$ cat src/seq_pkg.sv
package seq_pkg;

    // Command words taken from the 16-bit command field
    localparam logic [15:0] CMD_HOLD     = 16'h0000;
    localparam logic [15:0] CMD_SLEEP    = 16'h8200;
    localparam logic [15:0] CMD_POWEROFF = 16'h8300;
    localparam logic [15:0] CMD_DEFAULTS = 16'h8500;
    localparam logic [15:0] CMD_AUTO     = 16'hA000;
    localparam logic [15:0] CMD_FIX_BASE = 16'hC000;
    localparam logic [15:0] CMD_FIX_LAST = 16'hDC00;
    localparam logic [15:0] CMD_FIX_AUX  = 16'hE000;
    localparam int          FIX_SHIFT    = 10;
    localparam logic [2:0]  FIX_TOP      = 3'h6;
    localparam logic [9:0]  FIX_LOW_ZERO = 10'h000;

    // Frame timing in serial clocks
    localparam logic [5:0]  CMD_BITS     = 6'h10;
    localparam logic [5:0]  PROG_BITS    = 6'h10;
    localparam logic [5:0]  DATA_BITS    = 6'h20;
    localparam logic [5:0]  PRIME_BITS   = 6'h22;

    // Channel count and defaults
    localparam int          NUM_CH       = 8;
    localparam logic [7:0]  SCAN_DEFAULT = 8'hFF;
    localparam logic [3:0]  CH_AUX       = 4'h8;
    localparam logic [3:0]  CH_NONE      = 4'hF;

    // Host warm-up time after power-off with the internal reference
    localparam int          WARM_MS      = 15;
    localparam int          CLK_KHZ      = 40000;
    localparam int          WARM_CYCLES  = WARM_MS * CLK_KHZ;

    typedef enum logic [2:0] {
        MODE_IDLE     = 3'b000,
        MODE_SLEEP    = 3'b001,
        MODE_POWEROFF = 3'b010,
        MODE_DEFAULTS = 3'b011,
        MODE_AUTO     = 3'b100,
        MODE_FIXED    = 3'b101,
        MODE_INVALID  = 3'b110
    } mode_e;

    // Decoded command word
    typedef struct packed {
        logic       hold;
        logic       sleep;
        logic       poweroff;
        logic       defaults;
        logic       autoscan;
        logic       fixed;
        logic [3:0] fix_ch;
    } cmd_s;

    // Power and channel state reported to the analog side
    typedef struct packed {
        logic       all_off;
        logic       ref_on;
        logic       converting;
        logic [3:0] channel;
        logic [7:0] ch_power;
    } status_s;

endpackage

$ cat src/adc_mode_channel_sequencer.sv
// Notes on behaviour
// - 8300h powers everything off at frame end
// - Pin wake restores defaults; software wake keeps
// - Power-off persists through hold frames
// - Idle states accept register access except under pin power-down; no data
// - Power-off exits at frame end on 8200h, A000h, a fixed code or a short frame
// - A000h starts the automatic ascending scan
// - Scan enabled channels ascending, wrap to lowest
// - Scan channel advances once per frame
// - Repeated A000h restarts from lowest channel
// - Automatic scan persists through hold frames
// - Unscanned channels may be powered down
// - Fixed channel sampled at next frame start
// - Fixed channel persists through hold frames
// - Mode switch applies at next frame start
// - Defaults command accepted in any scan mode
// - 8500h restores defaults, enters default state
// - No conversion after defaults until mode command
// - Software and pin power-down turn all analog off; only the pin blocks register access
// - Command is 16 bits, acted on after sixteenth
// - Fixed codes C000h step 0400h, E000h auxiliary
// - 8200h enters sleep with reference still on
// - All-zero command keeps the previous mode
`timescale 1ns/1ps
`default_nettype none
module adc_mode_channel_sequencer
    import seq_pkg::*;
(
    input  wire logic       sys_clk,         // 40 MHz system clock
    input  wire logic       reset_n,         // Asynchronous reset, active low
    input  wire logic       cs_n,            // Frame select, active low
    input  wire logic       sclk,            // Serial clock, sampled
    input  wire logic       sdi,             // Serial command data
    input  wire logic       reset_powerdown_pin_n, // Hardware power-down, active low
    input  wire logic [7:0] scan_enable_in,  // Scan-enable register write value
    input  wire logic       scan_enable_wr,  // Strobe for scan-enable write
    output logic      [7:0] scan_enable,     // Current scan-enable register
    output var  status_s    status,          // Power and channel state
    output logic            sdo_data_valid,  // High when frame data is a real conversion
    output logic            sample_strobe,   // Pulse at frame start when sampling
    output logic            prog_access_ok   // Register access allowed this frame
);

    mode_e      mode_reg,    mode_next;
    mode_e      pend_reg,    pend_next;
    logic [15:0] shift_reg,  shift_next;
    logic [5:0] bitcnt_reg,  bitcnt_next;
    logic [3:0] fix_reg,     fix_next;
    logic [3:0] pfix_reg,    pfix_next;
    logic [3:0] ch_reg,      ch_next;
    logic       restart_reg, restart_next;
    logic       pdef_reg,    pdef_next;
    logic [7:0] scan_reg,    scan_next;
    logic       cs_d_reg, sclk_d_reg, pin_d_reg;
    status_s    status_next;
    logic       sdv_next, strobe_next, prog_next;
    cmd_s       cmd;

    // Edge detection on inputs already synchronous to sys_clk
    wire cs_fall   = cs_d_reg && !cs_n;
    wire cs_rise   = !cs_d_reg && cs_n;
    wire sclk_fall = sclk_d_reg && !sclk && !cs_n;
    wire cmd_done  = (bitcnt_reg >= CMD_BITS);
    wire pin_wake  = !pin_d_reg && reset_powerdown_pin_n;
    wire pin_down  = !reset_powerdown_pin_n;

    cmd_decode u_dec (
        .word (shift_reg),
        .cmd  (cmd)
    );

    // Lowest enabled channel strictly above a start point, with wrap
    function automatic logic [3:0] next_enabled(input logic [7:0] en, input logic [3:0] from, input logic wrap);
        logic [3:0] r;
        logic       found;
        r     = CH_NONE;
        found = 1'b0;
        for (int i = 0; i < NUM_CH; i++) begin
            if (!found && en[i] && (wrap || (4'(i) > from))) begin
                r     = 4'(i);
                found = 1'b1;
            end
        end
        if (!found) begin
            for (int i = 0; i < NUM_CH; i++) begin
                if (!found && en[i]) begin
                    r     = 4'(i);
                    found = 1'b1;
                end
            end
        end
        return r;
    endfunction

    // Serial capture: bits land on sclk falling edges, only the first 16 count
    always_comb begin
        shift_next  = shift_reg;
        bitcnt_next = bitcnt_reg;
        if (cs_fall) begin
            bitcnt_next = '0;
        end else if (sclk_fall && (bitcnt_reg != '1)) begin            // Saturates, long frames never wrap
            bitcnt_next = bitcnt_reg + 6'h01;
            if (!cmd_done) begin
                shift_next = {shift_reg[14:0], sdi};
            end
        end
    end

    // Command acceptance at frame end; mode commands take hold at next frame start
    always_comb begin
        mode_next    = mode_reg;
        pend_next    = pend_reg;
        pfix_next    = pfix_reg;
        pdef_next    = pdef_reg;
        restart_next = restart_reg;
        fix_next     = fix_reg;
        ch_next      = ch_reg;
        scan_next    = scan_reg;
        if (scan_enable_wr) begin
            scan_next = scan_enable_in;
        end
        if (pin_down) begin
            mode_next = MODE_POWEROFF;
            pend_next = MODE_POWEROFF;
        end else if (pin_wake) begin
            mode_next = MODE_IDLE;
            pend_next = MODE_IDLE;
            scan_next = SCAN_DEFAULT;
        end else if (cs_rise) begin
            if (!cmd_done) begin
                mode_next = MODE_INVALID;                               // aborted frame
                pend_next = MODE_INVALID;
            end else if (cmd.poweroff) begin
                mode_next = MODE_POWEROFF;
                pend_next = MODE_POWEROFF;
            end else if (cmd.sleep) begin
                mode_next = MODE_SLEEP;
                pend_next = MODE_SLEEP;
            end else if (cmd.defaults) begin
                scan_next = SCAN_DEFAULT;
                pdef_next = 1'b1;
                pend_next = MODE_DEFAULTS;
            end else if (cmd.autoscan) begin
                pend_next    = MODE_AUTO;
                restart_next = 1'b1;
                if (mode_reg == MODE_POWEROFF) begin
                    mode_next = MODE_IDLE;
                end
            end else if (cmd.fixed) begin
                pend_next = MODE_FIXED;
                pfix_next = cmd.fix_ch;
                if (mode_reg == MODE_POWEROFF) begin
                    mode_next = MODE_IDLE;
                end
            end
            // Hold and unknown words leave everything as it is
        end else if (cs_fall) begin
            mode_next    = pend_reg;
            restart_next = 1'b0;
            pdef_next    = 1'b0;
            if (pend_reg == MODE_FIXED) begin
                fix_next = pfix_reg;
                ch_next  = pfix_reg;
            end else if (pend_reg == MODE_AUTO) begin
                if (restart_reg || (mode_reg != MODE_AUTO)) begin
                    ch_next = next_enabled(scan_reg, CH_NONE, 1'b1);
                end else begin
                    ch_next = next_enabled(scan_reg, ch_reg, 1'b0);
                end
            end else begin
                ch_next = CH_NONE;
            end
        end
    end

    // Analog-side status, registered so every output leaves a flip-flop
    wire converting_w = (mode_next == MODE_AUTO) || (mode_next == MODE_FIXED);
    always_comb begin
        status_next            = '0;
        status_next.all_off    = (mode_next == MODE_POWEROFF);
        status_next.ref_on     = (mode_next != MODE_POWEROFF);
        status_next.converting = converting_w && (ch_next != CH_NONE);
        status_next.channel    = ch_next;
        // Unscanned inputs are powered off in auto mode to save current
        status_next.ch_power   = (mode_next == MODE_AUTO) ? scan_next :
                                 (mode_next == MODE_POWEROFF) ? 8'h00 : 8'hFF;
        sdv_next    = status_next.converting;
        strobe_next = cs_fall && converting_w && (ch_next != CH_NONE);
        prog_next   = !pin_down;
    end

    // State registers
    always_ff @(posedge sys_clk or negedge reset_n) begin
        if (!reset_n) begin
            mode_reg    <= MODE_IDLE;
            pend_reg    <= MODE_IDLE;
            shift_reg   <= '0;
            bitcnt_reg  <= '0;
            fix_reg     <= '0;
            pfix_reg    <= '0;
            ch_reg      <= CH_NONE;
            restart_reg <= 1'b0;
            pdef_reg    <= 1'b0;
            scan_reg    <= SCAN_DEFAULT;
            cs_d_reg    <= 1'b1;
            sclk_d_reg  <= 1'b0;
            pin_d_reg   <= 1'b1;
        end else begin
            mode_reg    <= mode_next;
            pend_reg    <= pend_next;
            shift_reg   <= shift_next;
            bitcnt_reg  <= bitcnt_next;
            fix_reg     <= fix_next;
            pfix_reg    <= pfix_next;
            ch_reg      <= ch_next;
            restart_reg <= restart_next;
            pdef_reg    <= pdef_next;
            scan_reg    <= scan_next;
            cs_d_reg    <= cs_n;
            sclk_d_reg  <= sclk;
            pin_d_reg   <= reset_powerdown_pin_n;
        end
    end

    // Output flops
    always_ff @(posedge sys_clk or negedge reset_n) begin
        if (!reset_n) begin
            status         <= '0;
            scan_enable    <= SCAN_DEFAULT;
            sdo_data_valid <= 1'b0;
            sample_strobe  <= 1'b0;
            prog_access_ok <= 1'b0;
        end else begin
            status         <= status_next;
            scan_enable    <= scan_next;
            sdo_data_valid <= sdv_next;
            sample_strobe  <= strobe_next;
            prog_access_ok <= prog_next;
        end
    end

    AST_POWEROFF_CMD: assert property (@(posedge sys_clk) disable iff (!reset_n)
        (cs_rise && cmd_done && cmd.poweroff && !pin_down && !pin_wake)
        |=> (mode_reg == MODE_POWEROFF) ##1 status.all_off)
        else $error("power-off command not applied");
    AST_POWEROFF_HOLD: assert property (@(posedge sys_clk) disable iff (!reset_n)
        (mode_reg == MODE_POWEROFF && cs_rise && cmd_done && cmd.hold && !pin_wake) |=> (mode_reg == MODE_POWEROFF))
        else $error("power-off lost on hold frame");
    AST_AUTO_WRAP: assert property (@(posedge sys_clk) disable iff (!reset_n)
        (cs_fall && pend_reg == MODE_AUTO && !pin_down && !pin_wake && (|scan_reg))
        |-> (ch_next != CH_NONE) && scan_reg[ch_next[2:0]])
        else $error("scan visits a disabled channel");
    AST_AUTO_RESTART: assert property (@(posedge sys_clk) disable iff (!reset_n)
        (cs_fall && restart_reg && pend_reg == MODE_AUTO && !pin_down && !pin_wake)
        |=> (ch_reg == next_enabled($past(scan_reg), CH_NONE, 1'b1)))
        else $error("restart did not return to lowest channel");
    AST_FIXED_SAMPLE: assert property (@(posedge sys_clk) disable iff (!reset_n)
        (cs_fall && pend_reg == MODE_FIXED && !pin_down && !pin_wake)
        |=> (ch_reg == $past(pfix_reg)) && sample_strobe ##1 !sample_strobe)
        else $error("fixed channel not applied at frame start");
    AST_NO_CONV_DEFAULTS: assert property (@(posedge sys_clk) disable iff (!reset_n)
        (mode_reg == MODE_DEFAULTS) |-> !status.converting && !sdo_data_valid)
        else $error("conversion running in default state");
    // Defaults take hold at the frame start after the command, whatever mode ran before
    AST_DEFAULTS_MODE: assert property (@(posedge sys_clk) disable iff (!reset_n)
        (cs_fall && pdef_reg && pend_reg == MODE_DEFAULTS && !pin_down && !pin_wake)
        |=> (mode_reg == MODE_DEFAULTS) && (ch_reg == CH_NONE))
        else $error("defaults state not entered at frame start");
    AST_DEFAULTS_REGS: assert property (@(posedge sys_clk) disable iff (!reset_n)
        (cs_rise && cmd_done && cmd.defaults && !pin_down && !pin_wake && !scan_enable_wr) |=> (scan_reg == SCAN_DEFAULT))
        else $error("defaults command did not restore registers");
    AST_PIN_WAKE: assert property (@(posedge sys_clk) disable iff (!reset_n)
        (pin_wake && !pin_down) |=> (scan_reg == SCAN_DEFAULT) && (mode_reg == MODE_IDLE))
        else $error("pin wake kept old settings");
    AST_SLEEP_REF: assert property (@(posedge sys_clk) disable iff (!reset_n)
        (mode_reg == MODE_SLEEP) |-> status.ref_on)
        else $error("reference off in sleep");

endmodule
`default_nettype wire

$ cat src/cmd_decode.sv
`timescale 1ns/1ps
`default_nettype none
module cmd_decode
    import seq_pkg::*;
(
    input  wire logic [15:0] word,   // Captured command word
    output var  cmd_s        cmd     // Decoded command
);

    wire       is_fix_ch = (word >= CMD_FIX_BASE) && (word <= CMD_FIX_LAST)
                           && (word[FIX_SHIFT-1:0] == FIX_LOW_ZERO);
    wire [2:0] fix_idx   = word[FIX_SHIFT+2:FIX_SHIFT];

    // Pure decode, unknown words decode to nothing
    always_comb begin
        cmd          = '0;
        cmd.hold     = (word == CMD_HOLD);
        cmd.sleep    = (word == CMD_SLEEP);
        cmd.poweroff = (word == CMD_POWEROFF);
        cmd.defaults = (word == CMD_DEFAULTS);
        cmd.autoscan = (word == CMD_AUTO);
        cmd.fixed    = is_fix_ch || (word == CMD_FIX_AUX);
        cmd.fix_ch   = is_fix_ch ? {1'b0, fix_idx} : CH_AUX;
    end

endmodule
`default_nettype wire

$ cat config.mk
export PLATFORM = sky130hd
export DESIGN_NAME = adc_mode_channel_sequencer
export DESIGN_NICKNAME = d
export VERILOG_FILES = /design/src/seq_pkg.sv /design/src/adc_mode_channel_sequencer.sv /design/src/cmd_decode.sv
export SDC_FILE = /design/constraint.sdc
export NUM_CORES = 1
export LEC_CHECK = 0
export ABC_AREA = 0
export BUFFER_PORTS_ARGS = -buffer_cell sky130_fd_sc_hd__clkbuf_2
export CORE_MARGIN = 2
export CORE_UTILIZATION = 39
export DETAILED_ROUTE_END_ITERATION = 7
export GPL_TIMING_DRIVEN = 0
export SYNTH_ARGS = -nofsm -noshare
export SYNTH_HDL_FRONTEND = slang
export SYNTH_HIERARCHICAL = 1
export SYNTH_SLANG_ARGS = --single-unit
$ cat constraint.sdc
create_clock -name sys_clk -period 4.3 [get_ports sys_clk]
set_input_delay 0.43 -clock sys_clk [delete_from_list [all_inputs] [get_ports sys_clk]]
set_output_delay 0.43 -clock sys_clk [all_outputs]
set_load 0.01 [all_outputs]
Word-level counts from Yosys, hierarchy flattened
Index checks and enable logic that the tools add are counted.
- bits in registers: 65
- bits in latches: 0
- memory bits (writable): 0
- ROM bits: 0
- bits of input ports: 15
- output and inout bits: 26
- logic and storage cells: 487
- memories kept: 0
- $add $sub $neg: 1
- multipliers: 0
- divide/modulo/power cells: 0
- order comparisons: 11
- eq/ne operators: 22
- shift operators: 0
- multiplexer cells: 335
- bitwise gates (word level): 7
- reductions and logical operators: 93
- operators by type and width (kind ; count):
    1-bit 2-to-1 mux ; 261
    4-bit 2-to-1 mux ; 42
    16-bit == test (second input constant) ; 5
    8-bit 2-to-1 mux ; 10
    3-bit 2-to-1 mux ; 20
    1-bit logical AND ; 49
    1-bit logical NOT ; 34
    16-bit >= comparator (second input constant) ; 1
    3-bit by 4-bit > comparator with 1-bit output (first input constant) ; 4
    16-bit <= comparator (second input constant) ; 1
    3-bit == test (second input constant) ; 4
    6-bit 2-to-1 mux ; 2
    10-bit logical NOT ; 1
    9-bit AND reduction ; 1
    1-bit by 4-bit > comparator with 1-bit output (first input constant) ; 2
    2-bit by 4-bit > comparator with 1-bit output (first input constant) ; 2
    2-bit inequality test (second input constant) ; 4
    8-bit by 7-bit inequality test with 1-bit output (second input constant) ; 1
    8-bit AND reduction ; 1
    1-bit NOT ; 7
    6-bit by 1-bit adder with 6-bit output (second input constant) ; 1
    3-bit by 2-bit == test with 1-bit output (second input constant) ; 2
    6-bit by 5-bit >= comparator with 1-bit output (second input constant) ; 1
    6-bit inequality test (second input constant) ; 1
    9 further kinds ; 12

Depth between registers and ports, before layout
- depth after elaboration: 177
- gate-level depth with buffers: 10
- gate-level depth less buffers: 10

Modules after synthesis
Netlist, hierarchy kept.
- modules (own cells, without submodules) (module ; times used ; cells each ; area an instance (um2) ; seq. area each (um2)):
    adc_mode_channel_sequencer ; 1 ; 273 ; 3083.0 ; 1644.1
    cmd_decode ; 1 ; 31 ; 183.9 ; 0.0

Worst setup path before layout
OpenSTA, ideal clock, no wires.
- path type: register to register
- start point: register shift_reg[7]
- end point: register status[5] (netlist bit)
- setup time: 0.141 ns
- data arrival time: 2.859 ns
- data required time: 4.159 ns
- slack: 1.300 ns
- stages on the path, launching flop included: 11
- buffers on the path: 0
- clock period less this slack: 3.000 ns
- cell sequence: dfrtp_1 > or4_4 > or3_4 > nor4_1 > o21ba_2 > nor2_1 > or3b_1 > o2111ai_2 > a21o_1 > a21oi_2 > a31oi_1
- RTL lines (item ; line ; RTL):
    start: declaration ; adc_mode_channel_sequencer.sv:46 ; logic [15:0] shift_reg, shift_next;
    start signal: assignment ; adc_mode_channel_sequencer.sv:211 ; shift_reg <= shift_next;
    end signal: assignment ; adc_mode_channel_sequencer.sv:234 ; status <= status_next;
    end: declaration ; adc_mode_channel_sequencer.sv:38 ; output var status_s status,

==> results.py <==
metrics = {
    "run_status": {
        "status": "finished clean",
    },
    "sta": {
        "tns_ps": 0,
        "final_hold_viol_count": 0,
        "rsz0062_at_grt": "false",
        "tightest_slew_ps": 862.4,
        "slew_violations": 0,
        "slew_headroom_pct": 42.51,
        "fmax_mhz": 294.1,
        "clock_skew_ps": 12.99,
        "period_share_pct": 79.07,
        "setup_viol": 0,
        "layout_min_cycle_time_ps": 3400,
    },
    "worst_setup_path": {
        "r2r.worst_path.cells": 10,
        "r2r_start": "shift_reg[7]",
        "critPathRequiredTime_ps": 4500,
        "r2r_setup_slack_ps": 900,
        "r2r-end": "status[3]",
        "critPathMaxFanout": 10,
        "startpoint_type": "register",
        "crit_end": "status[3]",
        "setup.worst_path.start": "shift_reg[7]",
        "arrival_ps": 3600,
        "crit_type": "reg -> reg",
        "endpoint_kind": "register",
    },
    "die": {
        "die_x_um": 95.33,
        "initial_core_util_pct": 39.99,
        "io_pins": 41,
        "floorplan.die_area_mm2": 0.009088,
        "core-area_mm2": 0.008134,
        "num_rows": 33,
        "die_y_um": 95.33,
    },
    "cells_and_area": {
        "final_layout_size_suffix_gt1_share_pct": 33.15,
        "n_antenna_cell": 0,
        "multi_input_area_mm2": 0.001495,
        "largest_reg_flops": 16,
        "syn2layout_area_growth_pct": 17.08,
        "fillCellCount": 774,
        "final_util_pct": 46.82,
        "fin_nets": 367,
        "seq_area_mm2": 0.001644,
    },
    "clock_network": {
        "worstSkewPairLatency_ps": 340,
        "cts_buffers": 9,
        "cts_sinks": 65,
        "post_cts_buffers": 0,
        "cts_resized": 0,
        "root_buffer": "clkbuf_8",
        "hold_buffers": 0,
        "clkTransAtPathRegs_ps": 80,
        "tritoncts": "done",
        "h-tree-depth": 3,
        "cts_buffer_depth": 2,
    },
    "power_and_ir_drop": {
        "switchingPower_mw": 0.4531,
        "peakVddDrop_mv": 0.1953,
        "power.leakage_nw": 1.691,
        "powerDensity_mw_per_mm2": 417.4,
        "swShare_pct": 28.50,
        "p_comb_share_pct": 16.3,
        "p_clk_share_pct": 37.0,
        "p_seq_share_pct": 46.7,
        "p_int_mw": 1.137,
    },
    "global_route": {
        "overflow": 0,
        "grt_pass1_vias": 2311,
        "grt_max_degree": 66,
        "grt_usage_pct": 16.18,
        "grt_pass1_wl_um": 11340,
        "antenna_found_initial": 0,
    },
    "synth": {
        "yosysWarnings": 6,
        "syn_nets": 317,
        "synth.avg_cell_area_um2": 10.81,
        "synth_cells": 301,
        "syn_area_mm2": 0.003253,
    },
    "route": {
        "dr.first_iter.drc_count": 97,
        "postRouteAntennaNets": 0,
        "wirelength_um": 6894,
        "drt_pre_antenna_iters": 4,
        "viasPerCell": 5.423,
        "vias": 2500,
        "wl_per_cell_um": 14.95,
        "drc": 0,
    },
    "min_path": {
        "hold_class": "in -> reg",
    },
    "placed_design": {
        "io_buffers": 39,
        "gp_congestion": 0.8434,
        "hpwl_um": 4967,
    },
    "run": {
        "drv_cap": 0,
    },
}
through the flow:
stage	instance area [um2]	hold slack, ps	instances	total power [mW]	setup WS (ps)
4_1_cts	3809	181.7	461	1.614	891.8
2_1_floorplan	3253	134.4	301	0.9229	1300
3_3_place_gp	3580	489.4	445	1.011	938.1
6_report	3809	195.1	461	1.590	900.1
3_5_place_dp	3582	495.0	445	1.016	906.7
5_1_grt	3809	180.3	461	1.676	663.1
layout make-up:
type | count | share of cell area [%]
inverters | 11 | 1.084
clock buffers | 9 | 3.252
multi-input cells | 213 | 39.26
well taps | 105 | 3.449
flip-flops and latches | 65 | 43.17
plain buffers | 12 | 1.905
clock inverters | 7 | 2.694
repair buffers | 39 | 5.191
power by group through the flow:
| stage | combinational [mW] | sequential (mW) | clock (mW) |
|---|---|---|---|
| after floorplan | 0.171 | 0.752 | 0 |
| after global placement | 0.258 | 0.753 | 0 |
| after detailed placement | 0.261 | 0.755 | 0 |
| after CTS | 0.262 | 0.743 | 0.608 |
| after global routing | 0.290 | 0.754 | 0.633 |
| final | 0.259 | 0.742 | 0.588 |
layout by cell type (no fill, tap or decap), drive strengths merged, types with 3 or more instances in the layout:
| master | instances |
|---|---|
| inv | 13 |
| o22ai | 3 |
| or2 | 4 |
| nor4 | 6 |
| nand2b | 7 |
| o211ai | 3 |
| a21oi | 11 |
| mux2i | 11 |
| o41ai | 3 |
| nand3 | 6 |
| a31oi | 13 |
| or3 | 3 |
| dfstp | 14 |
| and2 | 4 |
| clkbuf | 51 |
| a211oi | 3 |
| nor2 | 22 |
| mux2 | 21 |
| buf | 9 |
| o31ai | 4 |
| dfrtp | 51 |
| nand3b | 3 |
| o21ai | 10 |
| nand4 | 4 |
| nor3 | 6 |
| nand2 | 32 |
how the worst min path moves through the flow:
stage,start,end,slack [ps],cells after the start
final,reset_powerdown_pin_n,pin_d_reg,200,1
after global routing,reset_powerdown_pin_n,pin_d_reg,180,1
after CTS,reset_powerdown_pin_n,pin_d_reg,180,1
after detailed placement,pfix_reg[2],pfix_reg[2],490,1
after global placement,pfix_reg[0],pfix_reg[0],490,1
after floorplan,reset_n,bitcnt_reg[0],130,0
routing by layer:
metal  GRT usage [%]  routed length, um
met1           21.06               3233
met5               0                  0
met2           26.53               3296
met4           6.522                 93
met3           3.083                272
critical path, cell delays in order (launching register included):
cell	delay (ps)
dfrtp_1	390
or4_4	550
or3_4	390
nor4_1	540
o21ba_2	270
nor2_1	130
or3b_1	140
o2111ai_2	170
a21o_1	210
a21oi_2	410
a31oi_1	90
No activity file was read; power rests on OpenSTA's default activity.
